## config.mk

```make
export PLATFORM = sky130hd
export DESIGN_NAME = rifc_top
export DESIGN_NICKNAME = d
export VERILOG_FILES = /design/src/logic/rifc_top.v
export VERILOG_INCLUDE_DIRS = /design/src /design/src/logic
export SDC_FILE = /design/constraint.sdc
export NUM_CORES = 1
export LEC_CHECK = 0
export BUFFER_PORTS_ARGS = -buffer_cell sky130_fd_sc_hd__buf_2
export CAP_MARGIN = 20
export CORE_MARGIN = 3
export CORE_UTILIZATION = 25
export DETAILED_ROUTE_END_ITERATION = 8
export HOLD_SLACK_MARGIN = 0.02
export PLACE_DENSITY = 0.49
export REMOVE_ABC_BUFFERS = 1
export SYNTH_ARGS = -nofsm -noshare
export SYNTH_HDL_FRONTEND = slang
export SYNTH_SLANG_ARGS = --single-unit
```

## constraint.sdc

```tcl
create_clock -name pclk -period 3.4 [get_ports pclk]
set_input_delay 0.34 -clock pclk [delete_from_list [all_inputs] [get_ports pclk]]
set_output_delay 0.34 -clock pclk [all_outputs]
set_load 0.02 [all_outputs]
```

## src/logic/rifc_map.vh

```
// Purpose: constants for the remote input function control block
// Assumes: 50 MHz pclk, APB register access, 32-bit data
// Notes:   offsets are byte addresses, one aligned word per register
`ifndef RIFC_MAP_VH
`define RIFC_MAP_VH

// register byte offsets
`define RIFC_OFS_MODE     8'h00
`define RIFC_OFS_BRIGHT   8'h04
`define RIFC_OFS_STATUS   8'h08
`define RIFC_OFS_MASK     8'h0C
`define RIFC_OFS_STATE    8'h10

// mode codes, one nibble per input, button in the lowest nibble
`define RIFC_MODE_W       4
`define RIFC_M_NONE       4'h0
`define RIFC_M_PEAK_HOLD  4'h1
`define RIFC_M_DISP_HOLD  4'h2
`define RIFC_M_PEAK_MEM   4'h3
`define RIFC_M_VALLEY_MEM 4'h4
`define RIFC_M_TOGGLE     4'h5
`define RIFC_M_ACK        4'h6
`define RIFC_M_ACCESS     4'h7
`define RIFC_M_DIM        4'h8
`define RIFC_M_ZERO       4'h9
`define RIFC_M_GT_RESET   4'hA
`define RIFC_M_INHIBIT    4'hB

// brightness fields and reset values
`define RIFC_BR_NORM      5:0
`define RIFC_BR_DIM       13:8
`define RIFC_BR_NORM_RST  6'h3F
`define RIFC_BR_DIM_RST   6'h07

// status event bits
`define RIFC_EV_MEM_CLR   0
`define RIFC_EV_ACK       1
`define RIFC_EV_ZERO      2
`define RIFC_EV_GT        3
`define RIFC_EV_RECALL    4

// display message codes
`define RIFC_MSG_NONE     3'h0
`define RIFC_MSG_PHOLD    3'h1
`define RIFC_MSG_DHOLD    3'h2
`define RIFC_MSG_TAG_PEAK 3'h3
`define RIFC_MSG_TAG_VAL  3'h4
`define RIFC_MSG_RESET    3'h5

// times in their own units
`define RIFC_CLK_HZ       50000000
`define RIFC_IND_PERIOD_S 8
`define RIFC_RECALL_S     20
`define RIFC_LONG_MS      2000
`define RIFC_MSG_SHOW_MS  500
`define RIFC_DEBOUNCE_MS  10
`define RIFC_CYC_PER_MS   (`RIFC_CLK_HZ / 1000)

`endif

```

## src/logic/rifc_top.v

```verilog
// Purpose: remote contact and button function control with APB registers
// Assumes: contacts pull inputs low when shorted; one measured channel bus
// Notes:   all outputs registered; long counts are parameters
`timescale 1ns/1ps

`include "rifc_map.vh"

module rifc_top #(
	parameter [31:0] IND_PERIOD_CYC = `RIFC_IND_PERIOD_S * `RIFC_CLK_HZ,
	parameter [31:0] RECALL_CYC     = `RIFC_RECALL_S * `RIFC_CLK_HZ,
	parameter [31:0] LONG_CYC       = `RIFC_LONG_MS * `RIFC_CYC_PER_MS,
	parameter [31:0] MSG_SHOW_CYC   = `RIFC_MSG_SHOW_MS * `RIFC_CYC_PER_MS,
	parameter [31:0] DEBOUNCE_CYC   = `RIFC_DEBOUNCE_MS * `RIFC_CYC_PER_MS
) (
	input  wire        pclk,
	input  wire        presetn,
	input  wire        psel,
	input  wire        penable,
	input  wire        pwrite,
	input  wire [7:0]  paddr,
	input  wire [31:0] pwdata,
	output reg  [31:0] prdata,
	output reg         pready,
	output reg         pslverr,
	input  wire [3:0]  rin_n,
	input  wire        button_n,
	input  wire [15:0] meas_value,
	input  wire        meas_valid,
	output reg  [15:0] shown_value,
	output reg  [2:0]  msg_code,
	output reg         alarm_acknowledge,
	output reg         setup_gate,
	output reg  [5:0]  brightness,
	output reg         total_zero,
	output reg         grand_reset,
	output reg         count_inhibit,
	output reg         irq
);

localparam N_IN = 5;
localparam [3:0] ST_IDLE  = 4'h1;
localparam [3:0] ST_FLASH = 4'h2;
localparam [3:0] ST_SHOW  = 4'h4;
localparam [3:0] ST_RSTM  = 4'h8;

////////////////////////////////////////////////////////////////////////////
// functions

// button accepts only a subset; anything else behaves as none
function [3:0] eff_mode;
	input [19:0]  modes;
	input integer idx;
	reg   [3:0]   m;
	begin
		m = modes[idx*4 +: 4];
		eff_mode = m;
		if (idx == 0 && m != `RIFC_M_PEAK_MEM && m != `RIFC_M_VALLEY_MEM &&
		    m != `RIFC_M_TOGGLE && m != `RIFC_M_ACK) begin
			eff_mode = `RIFC_M_NONE;
		end
	end
endfunction

// any input with this mode whose bit is set in vec
function any_in;
	input [4:0]  vec;
	input [19:0] modes;
	input [3:0]  mode;
	integer      i;
	begin
		any_in = 1'b0;
		for (i = 0; i < N_IN; i = i + 1) begin
			if (vec[i] && eff_mode(modes, i) == mode) begin
				any_in = 1'b1;
			end
		end
	end
endfunction

////////////////////////////////////////////////////////////////////////////
// registers

reg [4:0]  sync1_ff, sync2_ff, db_ff, db_prev_ff;
reg [18:0] db_cnt_ff [0:N_IN-1];
reg [19:0] mode_ff;
reg [5:0]  br_norm_ff, br_dim_ff;
reg [4:0]  status_ff, mask_ff;
reg [3:0]  state_ff;
reg        sel_valley_ff, toggle_ff;
reg [31:0] rc_cnt_ff, hold_cnt_ff, ind_cnt_ff;
reg [15:0] peak_ff, valley_ff;

////////////////////////////////////////////////////////////////////////////
// input synchroniser and debounce

integer k;
always @(posedge pclk or negedge presetn) begin
	if (!presetn) begin
		sync1_ff   <= 5'h00;
		sync2_ff   <= 5'h00;
		db_ff      <= 5'h00;
		db_prev_ff <= 5'h00;
		for (k = 0; k < N_IN; k = k + 1) begin
			db_cnt_ff[k] <= 19'h00000;
		end
	end else begin
		// shorted terminal pulls low, so invert to active high
		sync1_ff   <= ~{rin_n, button_n};
		sync2_ff   <= sync1_ff;
		db_prev_ff <= db_ff;
		for (k = 0; k < N_IN; k = k + 1) begin
			if (sync2_ff[k] == db_ff[k]) begin
				db_cnt_ff[k] <= 19'h00000;
			end else if ({13'h0000, db_cnt_ff[k]} == DEBOUNCE_CYC - 1) begin
				db_ff[k]     <= sync2_ff[k];
				db_cnt_ff[k] <= 19'h00000;
			end else begin
				db_cnt_ff[k] <= db_cnt_ff[k] + 19'h00001;
			end
		end
	end
end

wire [4:0] rise = db_ff & ~db_prev_ff;

wire ph_lvl   = any_in(db_ff, mode_ff, `RIFC_M_PEAK_HOLD);
wire dh_lvl   = any_in(db_ff, mode_ff, `RIFC_M_DISP_HOLD);
wire pm_lvl   = any_in(db_ff, mode_ff, `RIFC_M_PEAK_MEM);
wire vm_lvl   = any_in(db_ff, mode_ff, `RIFC_M_VALLEY_MEM);
wire tg_lvl   = any_in(db_ff, mode_ff, `RIFC_M_TOGGLE);
wire acc_lvl  = any_in(db_ff, mode_ff, `RIFC_M_ACCESS);
wire dim_lvl  = any_in(db_ff, mode_ff, `RIFC_M_DIM);
wire inh_lvl  = any_in(db_ff, mode_ff, `RIFC_M_INHIBIT);
wire pm_rise  = any_in(rise, mode_ff, `RIFC_M_PEAK_MEM);
wire vm_rise  = any_in(rise, mode_ff, `RIFC_M_VALLEY_MEM);
wire tg_rise  = any_in(rise, mode_ff, `RIFC_M_TOGGLE);
wire ack_rise = any_in(rise, mode_ff, `RIFC_M_ACK);
wire z_rise   = any_in(rise, mode_ff, `RIFC_M_ZERO);
wire gt_rise  = any_in(rise, mode_ff, `RIFC_M_GT_RESET);

wire mem_lvl  = pm_lvl | vm_lvl | tg_lvl;
wire mem_rise = pm_rise | vm_rise | tg_rise;
wire mem_clr  = mem_lvl && hold_cnt_ff == LONG_CYC - 1;

////////////////////////////////////////////////////////////////////////////
// memory recall sequencer

reg [3:0]  nxt_state;
reg        nxt_sel_valley, nxt_toggle;
reg [31:0] nxt_rc_cnt;

always @* begin
	nxt_state      = state_ff;
	nxt_sel_valley = sel_valley_ff;
	nxt_toggle     = toggle_ff;
	nxt_rc_cnt     = rc_cnt_ff + 32'h00000001;
	if (mem_clr) begin
		nxt_state  = ST_RSTM;
		nxt_rc_cnt = 32'h00000000;
	end else if (mem_rise) begin
		nxt_rc_cnt = 32'h00000000;
		if (tg_rise) begin
			// first activation shows peak, next one valley
			nxt_sel_valley = toggle_ff;
			nxt_toggle     = ~toggle_ff;
			nxt_state      = ST_FLASH;
		end else begin
			nxt_sel_valley = vm_rise;
			nxt_state      = ST_SHOW;
		end
	end else begin
		case (state_ff)
			ST_FLASH: begin
				if (rc_cnt_ff == MSG_SHOW_CYC - 1) begin
					nxt_state  = ST_SHOW;
					nxt_rc_cnt = 32'h00000000;
				end
			end
			ST_SHOW: begin
				// timeout runs only once the contact is released
				if (mem_lvl) begin
					nxt_rc_cnt = 32'h00000000;
				end else if (rc_cnt_ff == RECALL_CYC - 1) begin
					nxt_state  = ST_IDLE;
					nxt_rc_cnt = 32'h00000000;
				end
			end
			ST_RSTM: begin
				if (rc_cnt_ff == MSG_SHOW_CYC - 1) begin
					nxt_state  = ST_IDLE;
					nxt_rc_cnt = 32'h00000000;
				end
			end
			default: begin
				nxt_state  = ST_IDLE;
				nxt_rc_cnt = 32'h00000000;
			end
		endcase
	end
end

always @(posedge pclk or negedge presetn) begin
	if (!presetn) begin
		state_ff      <= ST_IDLE;
		sel_valley_ff <= 1'b0;
		toggle_ff     <= 1'b0;
		rc_cnt_ff     <= 32'h00000000;
		hold_cnt_ff   <= 32'h00000000;
	end else begin
		state_ff      <= nxt_state;
		sel_valley_ff <= nxt_sel_valley;
		toggle_ff     <= nxt_toggle;
		rc_cnt_ff     <= nxt_rc_cnt;
		// saturates so a long hold clears only once
		if (!mem_lvl) begin
			hold_cnt_ff <= 32'h00000000;
		end else if (hold_cnt_ff != LONG_CYC) begin
			hold_cnt_ff <= hold_cnt_ff + 32'h00000001;
		end
	end
end

////////////////////////////////////////////////////////////////////////////
// extremes and shown value

wire hold_any = ph_lvl | dh_lvl;
wire ind_on   = hold_any && ind_cnt_ff >= IND_PERIOD_CYC - MSG_SHOW_CYC;

// reset is the power-loss path that empties memory
always @(posedge pclk or negedge presetn) begin
	if (!presetn) begin
		peak_ff     <= 16'h0000;
		valley_ff   <= 16'h0000;
		shown_value <= 16'h0000;
		ind_cnt_ff  <= 32'h00000000;
		msg_code    <= `RIFC_MSG_NONE;
	end else begin
		if (mem_clr) begin
			peak_ff   <= meas_value;
			valley_ff <= meas_value;
		end else if (meas_valid) begin
			if ($signed(meas_value) > $signed(peak_ff)) begin
				peak_ff <= meas_value;
			end
			if ($signed(meas_value) < $signed(valley_ff)) begin
				valley_ff <= meas_value;
			end
		end
		if (dh_lvl) begin
			shown_value <= shown_value;
		end else if (ph_lvl) begin
			if (meas_valid && $signed(meas_value) > $signed(shown_value)) begin
				shown_value <= meas_value;
			end
		end else if (state_ff == ST_SHOW) begin
			shown_value <= sel_valley_ff ? valley_ff : peak_ff;
		end else if (meas_valid) begin
			shown_value <= meas_value;
		end
		if (!hold_any || ind_cnt_ff == IND_PERIOD_CYC - 1) begin
			ind_cnt_ff <= 32'h00000000;
		end else begin
			ind_cnt_ff <= ind_cnt_ff + 32'h00000001;
		end
		if (state_ff == ST_RSTM) begin
			msg_code <= `RIFC_MSG_RESET;
		end else if (state_ff == ST_FLASH) begin
			msg_code <= sel_valley_ff ? `RIFC_MSG_TAG_VAL
			                          : `RIFC_MSG_TAG_PEAK;
		end else if (ind_on) begin
			msg_code <= dh_lvl ? `RIFC_MSG_DHOLD
			                   : `RIFC_MSG_PHOLD;
		end else begin
			msg_code <= `RIFC_MSG_NONE;
		end
	end
end

////////////////////////////////////////////////////////////////////////////
// alarm, access, brightness and totaliser controls

always @(posedge pclk or negedge presetn) begin
	if (!presetn) begin
		alarm_acknowledge <= 1'b0;
		setup_gate        <= 1'b0;
		brightness        <= `RIFC_BR_NORM_RST;
		total_zero        <= 1'b0;
		grand_reset       <= 1'b0;
		count_inhibit     <= 1'b0;
	end else begin
		// one pulse acts on every alarm needing acknowledgement
		alarm_acknowledge <= ack_rise;
		setup_gate        <= acc_lvl;
		brightness        <= dim_lvl ? br_dim_ff : br_norm_ff;
		total_zero        <= z_rise;
		grand_reset       <= gt_rise;
		count_inhibit     <= inh_lvl;
	end
end

////////////////////////////////////////////////////////////////////////////
// APB slave, one wait state on every access

wire       acc    = psel & penable;
wire       wr_en  = acc & pready & pwrite;
wire       hit    = paddr == `RIFC_OFS_MODE   || paddr == `RIFC_OFS_BRIGHT ||
                    paddr == `RIFC_OFS_STATUS || paddr == `RIFC_OFS_MASK   ||
                    paddr == `RIFC_OFS_STATE;
wire [4:0] events;
wire [4:0] w1c;
wire [4:0] nxt_status;

assign events[`RIFC_EV_MEM_CLR] = mem_clr;
assign events[`RIFC_EV_ACK]     = ack_rise;
assign events[`RIFC_EV_ZERO]    = z_rise;
assign events[`RIFC_EV_GT]      = gt_rise;
assign events[`RIFC_EV_RECALL]  = mem_rise;
assign w1c = (wr_en && paddr == `RIFC_OFS_STATUS) ? pwdata[4:0] : 5'h00;
// a new event in the clearing cycle survives
assign nxt_status = (status_ff & ~w1c) | events;

reg [31:0] rd_mux;
always @* begin
	case (paddr)
		`RIFC_OFS_MODE:   rd_mux = {12'h000, mode_ff};
		`RIFC_OFS_BRIGHT: rd_mux = {18'h00000, br_dim_ff, 2'h0, br_norm_ff};
		`RIFC_OFS_STATUS: rd_mux = {27'h0000000, status_ff};
		`RIFC_OFS_MASK:   rd_mux = {27'h0000000, mask_ff};
		`RIFC_OFS_STATE:  rd_mux = {21'h000000, state_ff, sel_valley_ff,
		                            toggle_ff, db_ff};
		default:          rd_mux = 32'h00000000;
	endcase
end

always @(posedge pclk or negedge presetn) begin
	if (!presetn) begin
		prdata     <= 32'h00000000;
		pready     <= 1'b0;
		pslverr    <= 1'b0;
		mode_ff    <= 20'h00000;
		br_norm_ff <= `RIFC_BR_NORM_RST;
		br_dim_ff  <= `RIFC_BR_DIM_RST;
		status_ff  <= 5'h00;
		mask_ff    <= 5'h00;
		irq        <= 1'b0;
	end else begin
		pready    <= acc & ~pready;
		pslverr   <= acc & ~pready & ~hit;
		prdata    <= (acc & ~pready & ~pwrite) ? rd_mux : 32'h00000000;
		status_ff <= nxt_status;
		irq       <= |(nxt_status & mask_ff);
		if (wr_en && paddr == `RIFC_OFS_MODE) begin
			mode_ff <= pwdata[19:0];
		end
		if (wr_en && paddr == `RIFC_OFS_BRIGHT) begin
			br_norm_ff <= pwdata[`RIFC_BR_NORM];
			br_dim_ff  <= pwdata[`RIFC_BR_DIM];
		end
		if (wr_en && paddr == `RIFC_OFS_MASK) begin
			mask_ff <= pwdata[4:0];
		end
	end
end

endmodule

```

## After elaboration in Yosys (flattened, before gate mapping)

Cells that the tools add are included.

- Bits of input ports: 67
- Register bits: 356
- Output and inout port bits: 65
- Logic and storage cells: 389

- Multiplexer cells: 119
- Bitwise operators: 29
- Reduce and logical (&&, ||, !) cells: 104
- Add/subtract/negate cells: 8
- $lt $le $gt $ge: 4
- Equal/unequal tests: 87

Operators by type and width:

| operator | number |
|---|---|
| $mux W32 | 9 |
| $mux W19 | 10 |
| $mux W16 | 11 |
| $pmux W20 S5 | 1 |
| $add A32 B1 Y32 const B | 3 |
| $add A19 B1 Y19 const B | 5 |
| $eq A19 B19 Y1 const B | 5 |
| $eq A4 B3 Y1 const B | 21 |
| $eq A4 B4 Y1 const B | 21 |
| $logic_and A1 B1 Y1 | 80 |
| $mux W1 | 71 |
| $pmux W32 S2 | 1 |
| $eq A4 B2 Y1 const B | 11 |
| $eq A32 B25 Y1 const B | 1 |
| $eq A32 B27 Y1 const B | 1 |
| $eq A32 B29 Y1 const B | 1 |
| $eq A32 B30 Y1 const B | 1 |
| $ge A32 B29 Y1 const B | 1 |
| $gt A16 B16 Y1 | 2 |
| $ne A32 B27 Y1 const B | 1 |
| $mux W4 | 7 |
| $eq A4 B1 Y1 const B | 5 |
| $eq A8 B4 Y1 const B | 2 |
| $lt A16 B16 Y1 | 1 |
| other kinds (28) | 79 |

## Depth between registers and ports, before layout

Gate-level depths: netlist (run 1).

- Depth after elaboration: 18
- Mapped depth: 9

## Worst setup path after synthesis (run 1)

No wires, ideal clock.

- Kind: register -> register
- Start point: reg shown_value[12]
- End point: reg shown_value[10]
- Path buffers: 1
- Cell stages (with the launch flop): 10
- Data arrival time: 2421 ps
- Required time: 3321 ps
- Library setup time: 79 ps
- Slack: 899 ps
- Path through: dfrtp_1 -> inv_1 -> ha_1 -> nand3_1 -> or3_1 -> o31ai_1 -> a311oi_1 -> a22oi_2 -> buf_4 -> mux2i_1

- Longest elaborated chain between the ends: 4

Ends and longest elaborated chain:

| item | line | source |
|---|---|---|
| start, declared | rifc_top.v:29 | `output reg [15:0] shown_value,` |
| start signal, assigned | rifc_top.v:250 | `shown_value <= shown_value;` |
| start signal, assigned | rifc_top.v:253 | `shown_value <= meas_value;` |
| start signal, assigned | rifc_top.v:256 | `shown_value <= sel_valley_ff ? valley_ff : peak_ff;` |
| $gt A16 B16 Y1 | rifc_top.v:252 | `if (meas_valid && $signed(meas_value) > $signed(shown_value)) begin` |
| $logic_and A1 B1 Y1 | rifc_top.v:252 |  |
| $ne A2 B1 Y1 (no line) | - |  |
| $reduce_and A3 Y1 (no line) | - |  |

No other way between the ends.
A chain may end at the register's enable or synchronous reset.

## Worst setup path after layout (run 1)

- Start point: reg hold_cnt_ff[1]
- End point: reg valley_ff[1]

- Longest elaborated chain between the ends: 4
- Elaborated cells on any way between the ends: 6

Ends and longest elaborated chain:

| item | line | source |
|---|---|---|
| start, declared | rifc_top.v:90 | `reg [31:0] rc_cnt_ff, hold_cnt_ff, ind_cnt_ff;` |
| start signal, assigned | rifc_top.v:218 | `hold_cnt_ff <= hold_cnt_ff + 32'h00000001;` |
| $eq A32 B27 Y1 (*) | rifc_top.v:143 | `wire mem_clr = mem_lvl && hold_cnt_ff == LONG_CYC - 1;` |
| $logic_and A1 B1 Y1 (*) | rifc_top.v:143 |  |
| $reduce_bool A2 Y1 (no line) | - |  |
| $reduce_and A2 Y1 (no line) | - |  |
| end signal, assigned | rifc_top.v:240 | `valley_ff <= meas_value;` |
| end signal, assigned | rifc_top.v:246 | `valley_ff <= meas_value;` |
| end, declared | rifc_top.v:91 | `reg [15:0] peak_ff, valley_ff;` |

Every way passes the cells marked *; elsewhere a longest branch is shown, timed or not.

==> flow_summary_export.csv, run 1 <==
group,metric,value,unit
job,drv_cap,0,
worst_setup_path,critical_path_end_type,"flop",
worst_setup_path,cp_max_fo,16,
logic_synthesis,ys_seq_area_share,48.5,%
global_routing,grt-ovfl-total,0,
logic_synthesis,synth-main-ff-cell,"dfrtp_1",
run_status,run_status,"finished, final reports clean",
cts,cts_repair_resize_count,0,
die,initial_utilization,25.3,%
timing,timing_max_transition_violations_final,0,
worst_setup_path,timing.setup.critical_path_class,"flop to flop",
pwr,power_per_cell_area,494,nW/µm²
die,core,70300,µm²
timing,fin_crit,2760,ps
global_routing,grt_max_degree,83,
cts,cts_tree,"built",
logic_synthesis,synth-edff-count,0,
logic_synthesis,synth_area_per_cell,10.2,µm²
place,gp_routability_congestion,0.854,
drt,detailroute.via_count,13000,
global_routing,global_route_wire_length_before_repair,74300,µm
cts,clk_pin_slew,50,ps
worst_setup_path,r2r_end,"valley_ff[1]",
min_path,worst_hold_path.endpoint,"br_dim_ff[3]",
drt,drt_first_pass_iters,6,
worst_setup_path,worst_r2r_path_depth,7,
worst_setup_path,timing.critical_path.slowest_cell_delay,440,ps
pwr,worst_case_vdd_ir_drop,0.000267,V
pwr,p_int,0.00769,W
worst_setup_path,timing.reg2reg.setup_slack,640,ps
timing,fin_setup_tns,0,ps
timing,min_period_over_period,81.2,%
global_routing,first_global_vias,13400,
worst_setup_path,rr_startpoint,"hold_cnt_ff[1]",
drt,initialDrtViolationCount,827,
die,die_width,273,µm
cts,cts-root-to-sink-buffers,3,
pwr,p_sw_share,26.0,%
die,die-height,273,µm
die,die-area,74300,µm²
timing,timing.clock.skew,21.6,ps
cts,numClockSinks,344,
pwr,clock_power_share,44.3,%
timing,max-slew-margin-rel,34.2,%
cts,cts_post_setup_buffers_inserted,0,
drt,routed_via_density,4.56,
min_path,holdPathStages,2,
timing,grt_setup_unrepaired,"no",
place,numPortBuffers,107,
timing,tightestPinTransition,979,ps
cells_and_area,seq_area,8630,µm²
cells_and_area,layout-drive-gt1-share,18.1,%
pwr,p_sw,0.00270,W
drt,routed_len_inst,16.1,µm
worst_setup_path,cp_slowest_cell,"dfrtp_1",
cells_and_area,area_delta_synth_final,18.5,%
die,io_pins,132,
drt,detail_route.wirelength,45800,µm
global_routing,globalRouteTotalUtil,12.4,%
die,row_count,97,
pwr,gate_power_share,12.5,%
logic_synthesis,ys_seq_elements,344,
cells_and_area,finish.net_count,1999,
logic_synthesis,synth_area_leaders,"dfrtp_1 (46%), xor2_1 (5.1%), nor2_1 (4.7%), mux2_2 (4.4%), ha_1 (4.0%)",
min_path,min-delay-start,"pwdata[11]",
worst_setup_path,timing.critical_path.required,3850,ps
timing,fin_ws,639,ps
cells_and_area,layout.cell_area.non_filler,21100,µm²
place,detailed_place.area,19500,µm²
cts,cts_made_buffers,43,
worst_setup_path,arrival,3210,ps
cells_and_area,area_of_combinational_cells_with_multiple_inputs,8600,µm²
cts,clock_latency,570,ps
min_path,hold_class,"input pin to flop",
worst_setup_path,critical_path.cell_chain,"ha_1, nand2_1, nor4_1, nand4_1, a21oi_2, nand3b_4, mux2_2",
cts,cts.htree.levels,2,
logic_synthesis,synth.largest_area_cell,"dfrtp_1",
pwr,static-leakage-power,9.02,nW
place,pre_cts_ws,532,ps
global_routing,number_of_antenna_violations_at_the_first_check_in_global_routing,0,
place,hpwl,32700,µm
logic_synthesis,post-synth-top-area-fraction,46.2,%
cts,cell_at_the_root_of_the_clock_tree,"clkbuf_16",
cts,ctsHoldBuffers,13,
place,dpl.cell_count,2757,
drt,drc_errors,0,
cells_and_area,final_core_utilization,30.0,%
timing,setup_viol_count_final,0,
worst_setup_path,worstSetupStartpoint,"hold_cnt_ff[1]",
drt,drtAntennaViolNets,0,
timing,timing_hold_violations_final,0,
timing,maxClockFrequency,362,MHz
cells_and_area,finish.cell_count_without_fillers,2850,
logic_synthesis,synthArstFlopShare,100,%
pwr,seqPwrFrac,43.2,%
logic_synthesis,synth.lib_cells_used.distinct,77,
logic_synthesis,netlist_area_pre_place,17800,µm²
cells_and_area,final.fill_count,7293,
logic_synthesis,synth.yosys.warnings,0,
logic_synthesis,gate_count_after_technology_mapping,1740,
worst_setup_path,critPathLaunchType,"flop",
==> power by group through the flow <==
stage | logic, W | registers [W] | clock network (W)
after floorplan | 0.000837 | 0.00455 | 0
after CTS | 0.00133 | 0.00449 | 0.00479
final | 0.00130 | 0.00449 | 0.00460
after global routing | 0.00149 | 0.00452 | 0.00495
after global placement | 0.00130 | 0.00455 | 0
after detailed placement | 0.00131 | 0.00456 | 0
==> state kept, by name (all words and copies together) (netlist names), 3 cells and up <==
name and count:
db_prev_ff 5, mask_ff 5, shown_value 16, status_ff 5
state_ff 4, sync2_ff 5, sync1_ff 5, br_dim_ff 6
brightness 6, br_norm_ff 6, rc_cnt_ff 32, db_cnt_ff 95
mode_ff 20, ind_cnt_ff 32, msg_code 3, db_ff 5
hold_cnt_ff 32, peak_ff 16, valley_ff 16, prdata 20
==> worst max path at each step <==
stage	endpoint	slack, ps
4_1_cts	valley_ff[1]	580
2_1_floorplan	rc_cnt_ff[1]	180
3_5_place_dp	shown_value[2]	530
6_report	valley_ff[1]	640
5_1_grt	valley_ff[2]	420
3_3_place_gp	shown_value[2]	540
==> layout by cell type (no fill, tap or decap), types with 12 or more instances in the layout <==
cell type | Yosys | routed
mux2_2 | 70 | 70
nand2b_1 | 19 | 19
mux2i_1 | 24 | 24
nor2_1 | 221 | 221
dfstp_2 | 16 | 16
clkbuf_16 | 0 | 45
dfrtp_1 | 328 | 328
ha_1 | 57 | 57
conb_1 | 1 | 12
nand3_1 | 98 | 98
a21oi_1 | 29 | 29
xor2_1 | 103 | 103
and4_1 | 15 | 15
nor2b_1 | 24 | 24
nand2_1 | 114 | 114
o21ai_0 | 44 | 43
nor4_1 | 25 | 25
o211ai_1 | 21 | 21
buf_2 | 12 | 106
xnor2_1 | 66 | 66
nor3_2 | 29 | 31
inv_1 | 74 | 74
and3_1 | 41 | 41
buf_4 | 14 | 22
or3_1 | 19 | 19
dlygate4sd3_1 | 0 | 13
nor3_1 | 32 | 30
nand4_1 | 53 | 53
==> cells by family after synthesis <==
kind of cell	share of synthesized area [%]
other cells	0.0211
xor+xnor	8.33
simple gates	22.9
flops	48.5
mux	6.48
buf+inv	3.51
fa+ha+maj	4.01
compound gates	6.22
==> cell usage after synthesis (14+ instances only) <==
master and instances:
clkbuf_1 37, ha_1 57, mux2_2 70, nor3_2 29
nor3_1 32, o211ai_1 21, buf_4 14, xnor2_1 66
dfrtp_1 328, inv_1 74, xor2_1 103, nand2_1 114
nand2b_1 19, o21ai_0 44, a21oi_1 29, and4_1 15
nor2_1 221, dfstp_2 16, mux2i_1 24, and3_1 41
nor2b_1 24, nor4_1 25, or3_1 19, nand3_1 98
nand4_1 53
==> area by class of cell <==
class                           instances  share of cell area [%]
Antenna cell                            2                  0.0238
Inverter                               74                    1.32
Multi-Input combinational cell       1265                    40.8
Timing Repair Buffer                  147                    4.50
Clock inverter                         17                   0.903
Tap cell                              940                    5.58
Sequential cell                       344                    41.0
Clock buffer                           61                    5.87
==> metal layers <==
layer	vias up	track usage, %	wire (µm)	part of all wire (%)
met5	-	0	0	0
met4	0	3.81	1100	2.4
met3	69	2.02	1860	4.1
met2	216	20.0	21300	47
met1	6381	17.1	21500	47
li1	6343	-	-	-
==> critical path: cells and delay by family (launching register included) <==
family                     cells  cell delay (ps)
AOI/OAI and AO/OA              1              420
adders and majority gates      1              290
DFF                            1              440
muxes                          1              380
and+or+nand+nor                4             1110
==> per-stage QoR <==
| stage | total power (W) | hold WS (ps) |
|---|---|---|
| detailed placement | 0.00587 | 336 |
| global placement | 0.00585 | 336 |
| CTS | 0.0106 | 23.7 |
| floorplan | 0.00539 | 44.4 |
| finish | 0.0104 | 71.0 |
| global route | 0.0110 | 44.7 |
Power figures use the tool's default switching activity.
==> run 2: changes to the inputs <==
--- a/config.mk
+++ b/config.mk
@@ -12,7 +12,7 @@
 export CORE_UTILIZATION = 25
 export DETAILED_ROUTE_END_ITERATION = 8
 export HOLD_SLACK_MARGIN = 0.02
-export PLACE_DENSITY = 0.49
+export PLACE_DENSITY = 0.5
 export REMOVE_ABC_BUFFERS = 1
 export SYNTH_ARGS = -nofsm -noshare
 export SYNTH_HDL_FRONTEND = slang
==> constraint.sdc (replaced) <==
create_clock -name pclk -period 2.3 [get_ports pclk]
set_input_delay 0.23 -clock pclk [delete_from_list [all_inputs] [get_ports pclk]]
set_output_delay 0.23 -clock pclk [all_outputs]
set_load 0.02 [all_outputs]
==> flow_summary_export.csv, run 2 (same netlist as run 1, synthesis figures left out) <==
group,metric,value,unit
place,detailed_place.area,20800,µm²
place,hpwl,35500,µm
cts,cts_tree,"built",
worst_setup_path,cp_slowest_cell,"or3_4",
global_routing,grt_max_degree,73,
run_status,failed_checks,"setup timing",
cts,cts.htree.levels,2,
die,die-height,273,µm
worst_setup_path,worstSetupStartpoint,"shown_value[9]",
die,io_pins,132,
place,pre_cts_ws,-356,ps
worst_setup_path,cp_max_fo,4,
timing,fin_ws,-58.7,ps
drt,routed_len_inst,16.4,µm
worst_setup_path,rr_startpoint,"shown_value[9]",
cells_and_area,largest-register,"db_cnt_ff",
run_status,run_status,"finished, violations left",
timing,setup_viol_count_final,41,
global_routing,grt-ovfl-total,0,
worst_setup_path,r2r_end,"shown_value[15]",
worst_setup_path,arrival,2790,ps
min_path,hold_class,"input pin to flop",
die,core,70300,µm²
worst_setup_path,critPathLaunchType,"flop",
drt,initialDrtViolationCount,783,
timing,timing_max_transition_violations_final,0,
drt,drtAntennaViolNets,0,
worst_setup_path,worstSetupPathDepth,9,
timing,max-slew-margin-rel,43.9,%
place,numPortBuffers,107,
pwr,worst_case_vdd_ir_drop,0.000453,V
die,initial_utilization,25.3,%
drt,detail_route.wirelength,50100,µm
timing,min_period_over_period,103,%
place,dpl.cell_count,2920,
timing,timing.clock.skew,17.1,ps
cells_and_area,area_delta_synth_final,33.0,%
drt,detailroute.via_count,14100,
drt,routed_via_density,4.60,
cts,clk_pin_slew,60,ps
die,die-area,74300,µm²
die,die_width,273,µm
drt,drt_first_pass_iters,5,
worst_setup_path,timing.reg2reg.setup_slack,-60,ps
cells_and_area,finish.net_count,2211,
timing,fin_setup_tns,-801,ps
worst_setup_path,timing.critical_path.slowest_cell_delay,410,ps
cts,cell_at_the_root_of_the_clock_tree,"clkbuf_16",
cells_and_area,most-common-layout-cells,"dfrtp_1 (327), nor2_1 (220), buf_4 (185)",
timing,maxClockFrequency,424,MHz
worst_setup_path,timing.critical_path.to,"shown_value[15]",
cts,cts_made_buffers,41,
cells_and_area,number_of_flip_flops_under_the_largest_register_name,95,
worst_setup_path,critical_path.cell_chain,"inv_2, ha_4, nand3_2, or3_4, a311o_1, a311oi_2, a22oi_2, buf_4, mux2i_2",
worst_setup_path,cp_top_delay_family,"compound AO/OA/AOI/OAI gates",
cells_and_area,layout.cell_area.non_filler,23600,µm²
cells_and_area,most_frequent_standard_cell_in_the_layout_excluding_fill_and_tap_cells,"dfrtp_1",
global_routing,first_global_vias,14500,
global_routing,number_of_antenna_violations_at_the_first_check_in_global_routing,3,
cts,clock_latency,560,ps
pwr,power_per_cell_area,683,nW/µm²
cells_and_area,finish.cell_count_without_fillers,3059,
drt,drc_errors,0,
timing,tightestPinTransition,842,ps
global_routing,global_route_wire_length_before_repair,79200,µm
cells_and_area,layout-drive-gt1-share,28.6,%
cts,cts-root-to-sink-buffers,3,
worst_setup_path,critical_path_end_type,"flop",
timing,fin_crit,2360,ps
pwr,static-leakage-power,10.4,nW
timing,timing_hold_violations_final,0,
timing,grt_setup_unrepaired,"yes",
global_routing,globalRouteTotalUtil,13.2,%
worst_setup_path,cp_num_buf_inv,2,
worst_setup_path,timing.setup.critical_path_class,"flop to flop",
place,gp_routability_congestion,0.827,
min_path,holdPathStages,2,
die,row_count,97,
worst_setup_path,timing.critical_path.required,2730,ps
worst_setup_path,worst_r2r_path_depth,9,
job,drv_cap,0,
cts,numClockSinks,344,
cells_and_area,final_core_utilization,33.6,%
[run 2: metrics by stage]
| stage | power, W | hold WS (ps) |
|---|---|---|
| 2_1_floorplan | 0.00796 | -65.6 |
| 3_3_place_gp | 0.00894 | 282 |
| 3_5_place_dp | 0.00898 | 281 |
| 4_1_cts | 0.0160 | 23.6 |
| 5_1_grt | 0.0170 | 30.8 |
| 6_report | 0.0161 | 58.7 |
[run 2: area by class of cell]
type	instances	area, µm²
antenna	1	2.50
clock buffer	58	1170
clock inverter	16	169
fill	7055	46600
inverter	74	278
multi-input combinational	1265	9310
sequential	344	8630
tap	940	1180
timing repair buffer	361	2910
[run 2: worst min-delay path by stage]
stage	start	to	slack (ps)
after detailed placement	presetn	db_cnt_ff[33]	280
after floorplan	presetn	alarm_acknowledge	-70
after global placement	presetn	db_cnt_ff[29]	280
after CTS	meas_value[14]	valley_ff[14]	20
final	meas_value[14]	valley_ff[14]	60
after global routing	meas_value[14]	valley_ff[14]	30
[run 2: timing repair]
action                     CTS  global route
resized for setup           66           100
hold buffers                35             0
hold endpoints to repair   108             0
setup endpoints to repair   93           119
setup buffers               17            11
cloned                       2             5
pin swaps                   37            46
[run 2: power by group]
group	total [W]	leakage, nW	switching, W	internal (W)
clock	0.00653	0.650	0.00264	0.00389
sequential	0.00668	4.60	0.000263	0.00642
combinational	0.00293	5.15	0.00138	0.00155
total	0.0161	10.4	0.00428	0.0119
[run 2: layer usage]
| layer | vias up | global-route usage, % | wire length, µm | part of all wire, % |
|---|---|---|---|---|
| met5 | - | 0 | 13 | 0.026 |
| met4 | 2 | 3.74 | 1130 | 2.3 |
| met3 | 64 | 2.63 | 2050 | 4.1 |
| met2 | 231 | 21.6 | 23800 | 47 |
| met1 | 7018 | 17.6 | 23200 | 46 |
| li1 | 6751 | - | - | - |
==> run 3: changes to the inputs <==
--- a/config.mk
+++ b/config.mk
@@ -6,6 +6,7 @@
 export SDC_FILE = /design/constraint.sdc
 export NUM_CORES = 1
 export LEC_CHECK = 0
+export ABC_AREA = 1
 export BUFFER_PORTS_ARGS = -buffer_cell sky130_fd_sc_hd__buf_2
 export CAP_MARGIN = 20
 export CORE_MARGIN = 3
==> flow_summary_export.csv, run 3 <==
group,metric,value,unit
logic_synthesis,synthArstFlopShare,100,%
die,io_pins,132,
worst_setup_path,timing.critical_path.slowest_cell_delay,480,ps
worst_setup_path,timing.critical_path.required,2730,ps
cts,cts.htree.levels,2,
cells_and_area,area_of_combinational_cells_with_multiple_inputs,8940,µm²
timing,tightestPinTransition,754,ps
pwr,gate_power_share,13.5,%
drt,routed_len_inst,14.8,µm
min_path,worst_hold_path.endpoint,"br_dim_ff[1]",
timing,timing.clock.skew,17.2,ps
min_path,min-delay-start,"pwdata[9]",
drt,drtAntennaViolNets,0,
worst_setup_path,worst_r2r_path_depth,9,
cells_and_area,largest-register,"db_cnt_ff",
pwr,seqPwrFrac,42.8,%
drt,detail_route.wirelength,54000,µm
cts,cell_at_the_root_of_the_clock_tree,"clkbuf_16",
cells_and_area,most-common-layout-cells,"nand2_1 (527), dfrtp_1 (328), inv_1 (314)",
timing,max-slew-margin-rel,49.6,%
global_routing,global_route_wire_length_before_repair,85800,µm
pwr,p_int,0.0112,W
global_routing,grt_max_degree,65,
place,gp_routability_congestion,0.884,
global_routing,grt-ovfl-total,0,
die,initial_utilization,25.4,%
drt,drt_first_pass_iters,5,
pwr,worst_case_vdd_ir_drop,0.000459,V
worst_setup_path,cp_slowest_cell,"dfrtp_1",
logic_synthesis,synth.top_cells.by_count,"nand2_1 (527), dfrtp_1 (328), inv_1 (314)",
pwr,p_total,0.0154,W
timing,maxClockFrequency,466,MHz
logic_synthesis,synth_area_leaders,"dfrtp_1 (43%), nand2_1 (10%), inv_1 (6.2%), nor2_1 (5.4%), nand3_1 (5.0%)",
cts,cts-root-to-sink-buffers,3,
logic_synthesis,ys_seq_elements,344,
logic_synthesis,gate_count_after_technology_mapping,2436,
global_routing,globalRouteTotalUtil,13.5,%
cells_and_area,area_delta_synth_final,20.3,%
pwr,clock_power_share,43.7,%
worst_setup_path,cp_max_fo,25,
pwr,power_per_cell_area,671,nW/µm²
logic_synthesis,netlist_area_pre_place,19100,µm²
place,numPortBuffers,107,
global_routing,first_global_vias,15800,
cells_and_area,final.fill_count,8038,
worst_setup_path,critPathLaunchType,"flop",
cells_and_area,finish.net_count,2768,
logic_synthesis,synth.lib_cells_used.distinct,62,
die,core,74900,µm²
timing,grt_setup_unrepaired,"no",
worst_setup_path,critical_path.cell_chain,"nand2_1, nor2_1, a21oi_1, nand2_1, inv_1, nand2_1, and2_1, inv_4, nor2_1",
pwr,p_sw,0.00418,W
timing,fin_setup_tns,0,ps
worst_setup_path,timing.reg2reg.setup_slack,150,ps
timing,timing.hold.ws,24.5,ps
logic_synthesis,yosysMostFrequentCell,"nand2_1",
place,hpwl,41200,µm
logic_synthesis,synth.largest_area_cell,"dfrtp_1",
logic_synthesis,synth.yosys.warnings,0,
drt,drc_errors,0,
logic_synthesis,ys_seq_area_share,45.2,%
die,die-area,79600,µm²
cells_and_area,final_core_utilization,30.6,%
worst_setup_path,r2r_end,"ind_cnt_ff[27]",
logic_synthesis,post-synth-top-area-fraction,43.0,%
worst_setup_path,critical_path_end_type,"flop",
die,die-height,282,µm
cells_and_area,layout-drive-gt1-share,12.5,%
timing,timing_max_transition_violations_final,0,
pwr,p_sw_share,27.2,%
cts,cts_tree,"built",
min_path,hold_class,"input pin to flop",
timing,fin_crit,2150,ps
run_status,run_status,"finished, final reports clean",
cells_and_area,seq_area,8630,µm²
cells_and_area,number_of_flip_flops_under_the_largest_register_name,95,
logic_synthesis,synth-edff-count,0,
drt,initialDrtViolationCount,1135,
timing,timing_hold_violations_final,0,
worst_setup_path,timing.setup.critical_path_class,"flop to flop",
global_routing,number_of_antenna_violations_at_the_first_check_in_global_routing,5,
cells_and_area,most_frequent_standard_cell_in_the_layout_excluding_fill_and_tap_cells,"nand2_1",
drt,routed_via_density,4.49,
min_path,holdPathStages,3,
timing,min_period_over_period,93.3,%
cts,numClockSinks,344,
worst_setup_path,rr_startpoint,"mode_ff[4]",
worst_setup_path,critical_path.most_common_cell,"nand2_1",
job,drv_cap,0,
cts,clock_latency,570,ps
logic_synthesis,synth_area_per_cell,7.83,µm²
die,die_width,282,µm
timing,setup_viol_count_final,0,
pwr,static-leakage-power,10.3,nW
cts,cts_made_buffers,40,
die,row_count,100,
logic_synthesis,synth-main-ff-cell,"dfrtp_1",
cts,clk_pin_slew,60,ps
worst_setup_path,arrival,2580,ps
drt,detailroute.via_count,16400,
==> run 3: cell count changes after synthesis, moves of 54 or more <==
cell	before	now
a21oi_1	29	102
inv_1	74	314
mux2_2	70	4
nand2_1	114	527
nor2_1	221	275
nor3_1	32	126
o21ai_0	44	113
nand3_1	98	192
==> run 3: timing repair <==
item / in CTS / in global routing
resized for setup: 0 / 7
endpoints found under the hold margin: 194 / 0
setup endpoints to repair: 0 / 39
hold buffers: 39 / 0
buffers inserted: 0 / 1
==> run 3: routing by layer <==
layer	wire length (µm)	global-route usage (%)
met2	23400	20.8
met3	2610	2.30
met1	26800	19.3
met5	12	0
met4	1270	3.82
==> run 3: layout make-up <==
type                       instances  area share (%)
clock inverter                    21            1.09
timing repair buffer             213            6.71
clock buffer                      51            4.90
inverter                         328            5.39
sequential                       344            37.6
multi-input combinational       1717            39.0
tap                              969            5.29
antenna                            1          0.0109
==> run 3: how the worst max path moves through the flow <==
stage                   startpoint         endpoint  slack (ps)
floorplan                 db_ff[4]    rc_cnt_ff[25]         130
global placement       mode_ff[14]      peak_ff[12]         150
detailed placement  meas_value[15]       peak_ff[7]         150
CTS                 hold_cnt_ff[0]  hold_cnt_ff[16]         130
global route        hold_cnt_ff[0]    rc_cnt_ff[28]           3
finish                  mode_ff[4]   ind_cnt_ff[27]         150
==> run 3: through the flow <==
step	cells	setup slack, ps	instance area (µm²)
2_1_floorplan	2389	126	18800
3_3_place_gp	3531	154	21100
3_5_place_dp	3531	146	21100
4_1_cts	3642	130	22900
5_1_grt	3643	2.97	22900
6_report	3644	154	22900
==> run 3: critical path, delay by kind of cell (launching register included) <==
family	cells	cell delay (ps)
buffers and inverters	2	390
AO/OA/AOI/OAI	1	260
AND/OR/NAND/NOR	6	870
flip-flops	1	480
==> run 3: power by group through the flow <==
stage | registers, W | logic [W] | clock network (W)
after floorplan | 0.00668 | 0.00133 | 0
after global placement | 0.00669 | 0.00202 | 0
after detailed placement | 0.00670 | 0.00205 | 0
after CTS | 0.00659 | 0.00212 | 0.00693
after global routing | 0.00663 | 0.00243 | 0.00716
final | 0.00659 | 0.00208 | 0.00671
==> run 3: kinds of logic after synthesis <==
logic type	Yosys count	share of synthesized area [%]
xor+xnor	93	4.27
fa+ha+maj	57	3.74
compound gates	266	7.68
flops	344	45.2
buf+inv	386	8.29
mux	5	0.289
simple gates	1284	30.5
other cells	1	0.0197
